### config.mk
export PLATFORM = sky130hd
export DESIGN_NAME = dram_write_cas_delay
export DESIGN_NICKNAME = d
export VERILOG_FILES = /design/src/common/dram_wcd_pkg.sv /design/src/verilog/dram_write_cas_delay.sv
export SDC_FILE = /design/constraint.sdc
export NUM_CORES = 1
export LEC_CHECK = 0
export CAP_MARGIN = 20
export CORE_UTILIZATION = 50
export CTS_CLUSTER_SIZE = 8
export DETAILED_ROUTE_END_ITERATION = 10
export DONT_BUFFER_PORTS = 1
export SYNTH_ARGS = -nofsm -noshare
export SYNTH_HDL_FRONTEND = slang
export SYNTH_SLANG_ARGS = --single-unit
export TNS_END_PERCENT = 50
### constraint.sdc
create_clock -name aclk -period 3.8 [get_ports aclk]
set_input_delay 0.38 -clock aclk [delete_from_list [all_inputs] [get_ports aclk]]
set_output_delay 0.38 -clock aclk [all_outputs]
set_load 0.02 [all_outputs]
### src/common/dram_wcd_pkg.sv
// Behaviour
// - row address held 20 ns, or 12 ns
// - delay bit postpones column strobe on hit/burst writes
// - delayed write also defers transfer acknowledge
// - alternate mode: strobe one edge after start
// - zero wait: acknowledge with delayed strobe
// - one to three waits counted after strobe
// - single mode hit: strobe, acknowledge one period later
// - burst write: strobe and acknowledge one period later
`default_nettype none
package dram_wcd_pkg;

  // ----------------------------------------------------------------
  // timing
  // ----------------------------------------------------------------
  localparam int CLK_PERIOD_NS  = 100;
  localparam int ROW_HOLD_NS    = 20;
  localparam int ROW_HOLD_FAST_NS = 12;
  // least times round up, never below one cycle
  localparam int ROW_HOLD_RAW   = (ROW_HOLD_NS + CLK_PERIOD_NS - 1) / CLK_PERIOD_NS;
  localparam int ROW_FAST_RAW   = (ROW_HOLD_FAST_NS + CLK_PERIOD_NS - 1) / CLK_PERIOD_NS;
  localparam logic [3:0] ROW_HOLD_CYC      = 4'((ROW_HOLD_RAW < 1) ? 1 : ROW_HOLD_RAW);
  localparam logic [3:0] ROW_HOLD_FAST_CYC = 4'((ROW_FAST_RAW < 1) ? 1 : ROW_FAST_RAW);

  // ----------------------------------------------------------------
  // register map
  // ----------------------------------------------------------------
  localparam logic [3:0]  CFG_OFFS     = 4'h0;
  localparam logic [3:0]  STAT_OFFS    = 4'h4;
  localparam logic [4:0]  CFG_RESET    = 5'h00;
  localparam int          STAT_STATE_LSB = 0;
  localparam int          STAT_LAST_DLY  = 8;
  localparam int          STAT_CNT_LSB   = 16;
  localparam logic [1:0]  RESP_OKAY    = 2'b00;
  localparam logic [1:0]  RESP_DECERR  = 2'b11;

  typedef struct packed {
    logic [1:0] ack_wait;               // 0..3 waits after column strobe
    logic       alt_mode;               // 0 single access, 1 alternate
    logic       write_strobe_delay_bit;
    logic       row_hold_select_bit;
  } cfg_t;

  typedef struct packed {
    logic cycle_start;   // active high after inversion of the pin
    logic write;
    logic page_hit;
    logic burst;
  } proc_in_t;

  typedef struct packed {
    logic ras_n;
    logic cas_n;
    logic col_sel;
    logic transfer_ack_n;
  } mem_out_t;

  localparam mem_out_t MEM_IDLE = 4'hd;

  typedef enum logic [2:0] {
    ST_IDLE = 3'b000,
    ST_ROW  = 3'b001,
    ST_DLY  = 3'b010,
    ST_CAS  = 3'b011,
    ST_HOLD = 3'b100
  } state_t;

  typedef enum logic [1:0] {
    SEL_CFG  = 2'b00,
    SEL_STAT = 2'b01,
    SEL_NONE = 2'b10
  } reg_sel_t;

endpackage
`default_nettype wire

### src/verilog/dram_write_cas_delay.sv
`timescale 1ns/1ns
`default_nettype none
module dram_write_cas_delay
  import dram_wcd_pkg::*;
#(
  parameter int ADDR_W = 8
)
(
  input  wire logic              aclk,
  input  wire logic              aresetn,
  input  wire logic [ADDR_W-1:0] awaddr,
  input  wire logic              awvalid,
  output var  logic              awready,
  input  wire logic [31:0]       wdata,
  input  wire logic [3:0]        wstrb,
  input  wire logic              wvalid,
  output var  logic              wready,
  output var  logic [1:0]        bresp,
  output var  logic              bvalid,
  input  wire logic              bready,
  input  wire logic [ADDR_W-1:0] araddr,
  input  wire logic              arvalid,
  output var  logic              arready,
  output var  logic [31:0]       rdata,
  output var  logic [1:0]        rresp,
  output var  logic              rvalid,
  input  wire logic              rready,
  input  wire logic              cycle_start_strobe_n,
  input  wire logic              write_cycle,
  input  wire logic              page_hit,
  input  wire logic              burst_cycle,
  output var  mem_out_t          mem_pins
);

  if (ADDR_W < 5 || ADDR_W > 32)
  begin : g_chk
    $error("ADDR_W must lie in 5..32");
  end

  // ----------------------------------------------------------------
  // register decode
  // ----------------------------------------------------------------
  function automatic reg_sel_t reg_sel(input logic [ADDR_W-1:0] a);
    reg_sel = SEL_NONE;
    if (a[ADDR_W-1:4] == '0 && a[3:0] == CFG_OFFS)
      reg_sel = SEL_CFG;
    else if (a[ADDR_W-1:4] == '0 && a[3:0] == STAT_OFFS)
      reg_sel = SEL_STAT;
  endfunction

  cfg_t              cfg_q;
  logic              awready_q;
  logic              wready_q;
  logic              bvalid_q;
  logic [1:0]        bresp_q;
  logic              arready_q;
  logic              rvalid_q;
  logic [31:0]       rdata_q;
  logic [1:0]        rresp_q;
  logic              aw_full_q;
  logic              w_full_q;
  logic [ADDR_W-1:0] aw_addr_q;
  logic [31:0]       w_data_q;
  logic [3:0]        w_strb_q;

  state_t            state_q;
  mem_out_t          mem_q;
  logic [3:0]        row_cnt_q;
  logic [1:0]        wait_cnt_q;
  logic              last_dly_q;
  logic [15:0]       dly_cnt_q;

  // ----------------------------------------------------------------
  // axi4-lite slave
  // ----------------------------------------------------------------
  wire aw_hs      = awvalid & awready_q;
  wire w_hs       = wvalid & wready_q;
  wire wr_fire    = aw_full_q & w_full_q & ~bvalid_q;
  wire aw_full_d  = (aw_full_q | aw_hs) & ~wr_fire;
  wire w_full_d   = (w_full_q | w_hs) & ~wr_fire;
  wire bvalid_d   = wr_fire | (bvalid_q & ~bready);
  wire ar_hs      = arvalid & arready_q;
  wire rvalid_d   = ar_hs | (rvalid_q & ~rready);
  wire reg_sel_t wsel = reg_sel(aw_addr_q);
  wire reg_sel_t rsel = reg_sel(araddr);
  wire cfg_wr     = wr_fire & (wsel == SEL_CFG) & w_strb_q[0];

  wire [31:0] stat_word = ({16'h0000, 13'h0000, 3'(state_q)} << STAT_STATE_LSB)
                        | ({31'h00000000, last_dly_q} << STAT_LAST_DLY)
                        | ({16'h0000, dly_cnt_q} << STAT_CNT_LSB);
  wire [31:0] rd_word   = (rsel == SEL_CFG)  ? {27'h0000000, cfg_q} :
                          (rsel == SEL_STAT) ? stat_word : 32'h00000000;

  always_ff @(posedge aclk)
  begin
    if (!aresetn)
    begin
      awready_q <= 1'b0;
      wready_q  <= 1'b0;
      bvalid_q  <= 1'b0;
      bresp_q   <= RESP_OKAY;
      aw_full_q <= 1'b0;
      w_full_q  <= 1'b0;
      aw_addr_q <= '0;
      w_data_q  <= 32'h00000000;
      w_strb_q  <= 4'h0;
    end
    else
    begin
      aw_full_q <= aw_full_d;
      w_full_q  <= w_full_d;
      bvalid_q  <= bvalid_d;
      awready_q <= ~aw_full_d & ~bvalid_d;
      wready_q  <= ~w_full_d & ~bvalid_d;
      if (aw_hs)
        aw_addr_q <= awaddr;
      if (w_hs)
      begin
        w_data_q <= wdata;
        w_strb_q <= wstrb;
      end
      if (wr_fire)
        bresp_q <= (wsel == SEL_NONE) ? RESP_DECERR : RESP_OKAY;
    end
  end

  always_ff @(posedge aclk)
  begin
    if (!aresetn)
    begin
      arready_q <= 1'b0;
      rvalid_q  <= 1'b0;
      rdata_q   <= 32'h00000000;
      rresp_q   <= RESP_OKAY;
    end
    else
    begin
      rvalid_q  <= rvalid_d;
      arready_q <= ~rvalid_d;
      if (ar_hs)
      begin
        rdata_q <= rd_word;
        rresp_q <= (rsel == SEL_NONE) ? RESP_DECERR : RESP_OKAY;
      end
    end
  end

  // config changes take hold at once; an access under way keeps its delay and row hold choice, and takes a new wait count only before its column strobe
  always_ff @(posedge aclk)
  begin
    if (!aresetn)
      cfg_q <= cfg_t'(CFG_RESET);
    else if (cfg_wr)
      cfg_q <= cfg_t'(w_data_q[4:0]);
  end

  // ----------------------------------------------------------------
  // pin synchronisers
  // ----------------------------------------------------------------
  proc_in_t req_s1_q;
  proc_in_t req_s2_q;
  logic     start_prev_q;

  wire proc_in_t req_pin = '{cycle_start: ~cycle_start_strobe_n, write: write_cycle,
                             page_hit: page_hit, burst: burst_cycle};

  // the processor holds qualifiers stable around the start strobe,
  // so all four share one two-stage synchroniser
  always_ff @(posedge aclk)
  begin
    if (!aresetn)
    begin
      req_s1_q     <= '0;
      req_s2_q     <= '0;
      start_prev_q <= 1'b0;
    end
    else
    begin
      req_s1_q     <= req_pin;
      req_s2_q     <= req_s1_q;
      start_prev_q <= req_s2_q.cycle_start;
    end
  end

  // ----------------------------------------------------------------
  // access sequencer
  // ----------------------------------------------------------------
  wire start_go  = (state_q == ST_IDLE) & req_s2_q.cycle_start & ~start_prev_q;
  wire col_path  = req_s2_q.page_hit | req_s2_q.burst;
  wire dly_w     = cfg_q.write_strobe_delay_bit & req_s2_q.write & col_path;
  wire [3:0] row_cyc = cfg_q.row_hold_select_bit ? ROW_HOLD_FAST_CYC : ROW_HOLD_CYC;
  wire ack_now   = (cfg_q.ack_wait == 2'h0);

  always_ff @(posedge aclk)
  begin
    if (!aresetn)
    begin
      state_q    <= ST_IDLE;
      mem_q      <= MEM_IDLE;
      row_cnt_q  <= 4'h0;
      wait_cnt_q <= 2'h0;
      last_dly_q <= 1'b0;
      dly_cnt_q  <= 16'h0000;
    end
    else
    begin
      case (state_q)
        ST_IDLE:
        begin
          if (start_go)
          begin
            mem_q.ras_n <= 1'b0;
            last_dly_q  <= dly_w;
            if (dly_w)
            begin
              dly_cnt_q <= dly_cnt_q + 16'h0001;
              state_q   <= ST_DLY;
            end
            else if (col_path)
            begin
              mem_q.col_sel        <= 1'b1;
              mem_q.cas_n          <= 1'b0;
              mem_q.transfer_ack_n <= ~ack_now;
              wait_cnt_q           <= cfg_q.ack_wait;
              state_q              <= ST_CAS;
            end
            else
            begin
              row_cnt_q <= row_cyc;
              state_q   <= ST_ROW;
            end
          end
        end
        ST_ROW:
        begin
          row_cnt_q <= row_cnt_q - 4'h1;
          if (row_cnt_q <= 4'h1)
          begin
            mem_q.col_sel        <= 1'b1;
            mem_q.cas_n          <= 1'b0;
            mem_q.transfer_ack_n <= ~ack_now;
            wait_cnt_q           <= cfg_q.ack_wait;
            state_q              <= ST_CAS;
          end
        end
        ST_DLY:
        begin
          // data has had a full period to settle at the array
          mem_q.col_sel        <= 1'b1;
          mem_q.cas_n          <= 1'b0;
          mem_q.transfer_ack_n <= ~ack_now;
          wait_cnt_q           <= cfg_q.ack_wait;
          state_q              <= ST_CAS;
        end
        ST_CAS:
        begin
          if (!mem_q.transfer_ack_n)
          begin
            mem_q.transfer_ack_n <= 1'b1;
            state_q              <= ST_HOLD;
          end
          else
          begin
            wait_cnt_q <= wait_cnt_q - 2'h1;
            if (wait_cnt_q == 2'h1)
              mem_q.transfer_ack_n <= 1'b0;
          end
        end
        ST_HOLD:
        begin
          if (!req_s2_q.cycle_start)
          begin
            mem_q   <= MEM_IDLE;
            state_q <= ST_IDLE;
          end
        end
        default:
        begin
          mem_q   <= MEM_IDLE;
          state_q <= ST_IDLE;
        end
      endcase
    end
  end

  assign awready  = awready_q;
  assign wready   = wready_q;
  assign bvalid   = bvalid_q;
  assign bresp    = bresp_q;
  assign arready  = arready_q;
  assign rvalid   = rvalid_q;
  assign rdata    = rdata_q;
  assign rresp    = rresp_q;
  assign mem_pins = mem_q;

  // ----------------------------------------------------------------
  // checks
  // ----------------------------------------------------------------
  row_hold_a: assert property (@(posedge aclk) disable iff (!aresetn)
    start_go && !col_path && cfg_q.row_hold_select_bit == 1'b0 && row_cyc == 4'h1
    |=> !mem_q.ras_n && !mem_q.col_sel && mem_q.cas_n ##1 mem_q.col_sel && !mem_q.cas_n)
    else $error("row address not held for the selected time");

  strobe_delay_a: assert property (@(posedge aclk) disable iff (!aresetn)
    start_go && dly_w |=> mem_q.cas_n ##1 !mem_q.cas_n)
    else $error("column strobe not postponed by one period");

  ack_defer_a: assert property (@(posedge aclk) disable iff (!aresetn)
    start_go && dly_w |=> mem_q.transfer_ack_n)
    else $error("acknowledge not deferred on delayed write");

  alt_hit_a: assert property (@(posedge aclk) disable iff (!aresetn)
    start_go && cfg_q.alt_mode && cfg_q.write_strobe_delay_bit
      && req_s2_q.write && req_s2_q.page_hit
    |-> ##2 $fell(mem_q.cas_n))
    else $error("alternate mode strobe not one edge after start");

  zero_wait_a: assert property (@(posedge aclk) disable iff (!aresetn)
    start_go && dly_w && cfg_q.ack_wait == 2'h0 |-> ##2 !mem_q.transfer_ack_n && !mem_q.cas_n)
    else $error("zero wait acknowledge not with column strobe");

  wait_count_a: assert property (@(posedge aclk) disable iff (!aresetn)
    $fell(mem_q.cas_n) && cfg_q.ack_wait == 2'h2 && $stable(cfg_q)
    |-> mem_q.transfer_ack_n[*2] ##1 !mem_q.transfer_ack_n)
    else $error("acknowledge wait count wrong");

  single_hit_a: assert property (@(posedge aclk) disable iff (!aresetn)
    start_go && !cfg_q.alt_mode && dly_w && req_s2_q.page_hit && cfg_q.ack_wait == 2'h1
    |=> mem_q.cas_n ##1 !mem_q.cas_n && mem_q.transfer_ack_n ##1 !mem_q.transfer_ack_n)
    else $error("single mode hit not delayed one period");

  burst_dly_a: assert property (@(posedge aclk) disable iff (!aresetn)
    start_go && dly_w && req_s2_q.burst |=> (state_q == ST_DLY) ##1 (state_q == ST_CAS))
    else $error("burst write not delayed one period");

  no_delay_a: assert property (@(posedge aclk) disable iff (!aresetn)
    start_go && col_path && !req_s2_q.write |=> !mem_q.cas_n)
    else $error("read delayed by write strobe option");

endmodule
`default_nettype wire
==> results.sh <==
export IMPL_p_leak_nw=1.49
export IMPL_status="finished, final reports clean"
export IMPL_io_pins=108
export IMPL_r2r_setup_slack_ps=1780
export IMPL_ys_flop_type="dfxtp_1"
export IMPL_grt_util_all_layers_pct=18.3
export IMPL_post_dp_hpwl_um=4480
export IMPL_yosysWarnings=0
export IMPL_report_final_slew_viol_count=0
export IMPL_worstSetupPathType="reg -> reg"
export IMPL_wl_um=6720
export IMPL_skew_ps=7.39
export IMPL_core_area_mm2=0.00721
export IMPL_endpoint_kind="register"
export IMPL_grt_pass1_wl_um=11000
export IMPL_period_needed_ps=2020
export IMPL_clockBufferDepth=2
export IMPL_crit_path_start_kind="register"
export IMPL_clkLatencyLatePin_ps=350
export IMPL_gp_congestion=0.748
export IMPL_nets=453
export IMPL_dr_first_iter_drc_count=102
export IMPL_yosys_register_bits=89
export IMPL_grt_ovfl_total=0
export IMPL_yosysSeqAreaShare_pct=47.9
export IMPL_detail_route_wl_per_cell_um=13.7
export IMPL_hold_path_class="in -> reg"
export IMPL_die_h_um=88.2
export IMPL_cp_data_arrival_time_ps=2250
export IMPL_powerDensity_mw_per_mm2=500
export IMPL_worstPathRequired_ps=4030
export IMPL_die_area_mm2=0.00778
export IMPL_setup_tns_ps=0
export IMPL_synthArstFlopShare_pct=0
export IMPL_h_tree_depth=3
export IMPL_cap_viol_max_count=0
export IMPL_crit_fanout=7
export IMPL_path_cells="inv_1 > ha_1 > nor2_1 > o311ai_0 > nand2_1 > a2111oi_0 > o21ai_0"
export IMPL_grt_pass1_vias=2297
export IMPL_slew_headroom_pct=51.0
export IMPL_drc=0
export IMPL_max_stage_delay_ps=430
export IMPL_viasPerCell=5.30
export IMPL_start_util_pct=51.5
export IMPL_worst_slew_pin_slew_ps=731
export IMPL_cts_buffers=9
export IMPL_cts_hold_repair_buffers=0
export IMPL_final_setup_viol_count=0
export IMPL_hold_end="req_s1_q[3]$_SDFF_PN0_"
export IMPL_syn_to_final_growth_pct=7.04
export IMPL_period_share_pct=53.3
export IMPL_rr_endpoint="mem_pins[0]$_SDFFE_PN1P_"
export IMPL_vias=2594
export IMPL_syn_inst=395
export IMPL_syn_mean_instance_area_um2=9.41
export IMPL_grt_max_degree=91
export IMPL_placed_area_mm2=0.00371
export IMPL_max_freq_mhz=494
export IMPL_cp_top_family="compound AO/OA/AOI/OAI gates"
export IMPL_yosys_cell_types_count=46
export IMPL_hold_depth=1
export IMPL_final_util_pct=55.1
export IMPL_seq_area_mm2=0.00178
export IMPL_worst_path_buf_inv=1
export IMPL_synth_edff_count=0
export IMPL_nFillCells=674
export IMPL_postLayoutCellArea_mm2=0.00398
export IMPL_multi_input_area_mm2=0.00177
export IMPL_reg2regPathDepth=7
export IMPL_drtPass1Iterations=4
export IMPL_drive_gt1_share_pct=6.67
export IMPL_port_buffers=0
export IMPL_slowest_stage="o311ai_0"
export IMPL_antenna_found_initial=0
export IMPL_path_clk_slew_ps=80
export IMPL_postCtsSetupBuffers=0
export IMPL_root_buffer="clkbuf_8"
export IMPL_fp_dieW_um=88.2
export IMPL_num_rows=31
export IMPL_ant_nets=0
export IMPL_min_from="cycle_start_strobe_n"
export IMPL_r2r_start="row_cnt_q[0]$_SDFFE_PN0P_"
export IMPL_diodes=0
export IMPL_tritoncts="done"
export IMPL_hold_viol_final=0
export IMPL_synth_area_mm2=0.00372
export IMPL_clock_sinks=89
export IMPL_cts_resized=0
export IMPL_grt_setup_unrepaired="no"
export IMPL_vdd_drop_max_uv=231
-- state kept, by name (all words and copies together), names as in the netlist, 2 cells and up --
register and flops:
mem_pins 4, req_s1_q 4, row_cnt_q 4, w_data_q 5, rdata 22, dly_cnt_q 16
state_q 3, wait_cnt_q 2, req_s2_q 4, aw_addr_q 8, cfg_q 5
-- synth_stat cells, types with 8 or more instances --
master | n | area [um^2]
xnor2_1 | 10 | 87.6
buf_4 | 12 | 90.1
dfxtp_1 | 89 | 1780
a22oi_1 | 19 | 143
a21boi_0 | 17 | 128
nand3_1 | 21 | 105
nand2_1 | 35 | 131
nor2_1 | 21 | 78.8
o21ai_0 | 13 | 65.1
nand4_1 | 8 | 50.1
mux2i_1 | 9 | 90.1
nand2b_1 | 9 | 56.3
and2_1 | 25 | 156
clkbuf_1 | 17 | 63.8
nor2b_1 | 31 | 194
-- power breakdown --
| part | internal, mW | switching, mW | total (mW) | leakage (nW) |
|---|---|---|---|---|
| Combinational | 0.0579 | 0.0790 | 0.137 | 0.634 |
| Sequential | 0.966 | 0.0445 | 1.01 | 0.723 |
| Clock | 0.518 | 0.323 | 0.841 | 0.129 |
| Total | 1.54 | 0.447 | 1.99 | 1.49 |
-- metrics by stage --
step / hold WS, ps / setup WS, ps / instances / total power [mW]
after floorplan: 412 / 1990 / 404 / 1.17
after global placement: 418 / 1810 / 474 / 1.16
after detailed placement: 418 / 1850 / 474 / 1.17
after CTS: 67.3 / 1810 / 489 / 2.01
after global routing: 86.7 / 1530 / 489 / 2.06
final: 87.3 / 1780 / 489 / 1.99
-- how the worst max path moves through the flow --
stage                                         start                         end  slack, ps  cells past startpoint
after floorplan             state_q[0]$_SDFFE_PN0P_   dly_cnt_q[7]$_SDFFE_PN0P_       1990                      7
after global placement    row_cnt_q[0]$_SDFFE_PN0P_    mem_pins[0]$_SDFFE_PN1P_       1810                      7
after detailed placement  row_cnt_q[0]$_SDFFE_PN0P_  wait_cnt_q[0]$_SDFFE_PN0P_       1850                      7
after CTS                 row_cnt_q[0]$_SDFFE_PN0P_  wait_cnt_q[0]$_SDFFE_PN0P_       1810                      7
after global routing      row_cnt_q[0]$_SDFFE_PN0P_    mem_pins[0]$_SDFFE_PN1P_       1530                      7
final                     row_cnt_q[0]$_SDFFE_PN0P_    mem_pins[0]$_SDFFE_PN1P_       1780                      7
-- cells in the final DEF, fill, tap and decap left out, types with 2 or more instances in the layout --
cell type / Yosys / final
xor2_1: 3 / 3
o211a_1: 2 / 2
o221a_2: 2 / 2
nand4_1: 8 / 8
nand2_1: 35 / 35
nor3b_1: 2 / 2
nand4b_1: 2 / 2
o211ai_1: 2 / 2
and2_1: 25 / 25
a22oi_1: 19 / 19
clkbuf_8: 0 / 10
ha_1: 4 / 4
nor2b_1: 31 / 31
buf_4: 12 / 2
a21oi_1: 2 / 2
conb_1: 1 / 10
xnor2_1: 10 / 10
dfxtp_1: 89 / 89
o21ai_0: 13 / 13
inv_1: 6 / 6
and3_1: 5 / 5
nor4_1: 4 / 4
bufinv_16: 0 / 4
nand4bb_1: 2 / 2
nand2b_1: 9 / 9
nor3_1: 3 / 3
mux2i_1: 9 / 9
a21boi_0: 17 / 17
nand3_1: 21 / 21
nor2_1: 21 / 21
nor4_4: 2 / 2
-- logic make-up after synthesis --
kind of cell	Yosys count	share of synthesized area, %
XOR/XNOR	13	3.06
adder cells (fa/ha/maj)	4	1.35
buffers and inverters	37	5.35
flip-flops	89	47.9
other	1	0.101
AND/OR/NAND/NOR	176	26.7
multiplexers	10	2.73
AO/OA/AOI/OAI	65	12.7
-- layout make-up --
| cell class | instances | area share [%] |
|---|---|---|
| clock inverters | 5 | 3.21 |
| well taps | 99 | 3.11 |
| clock buffers | 10 | 3.46 |
| multi-input cells | 278 | 44.5 |
| inverters | 6 | 0.566 |
| flip-flops and latches | 89 | 44.8 |
| repair buffers | 2 | 0.377 |
-- layer usage --
metal  track usage (%)  up-vias  share of wire [%]
met5                 0        -                  0
li1                  -     1323                  -
met1              25.1     1191                 49
met3              4.01       15                4.5
met2              26.3       65                 44
met4              11.0        0                3.2
Note: power is estimated with default switching activity, not from simulation.
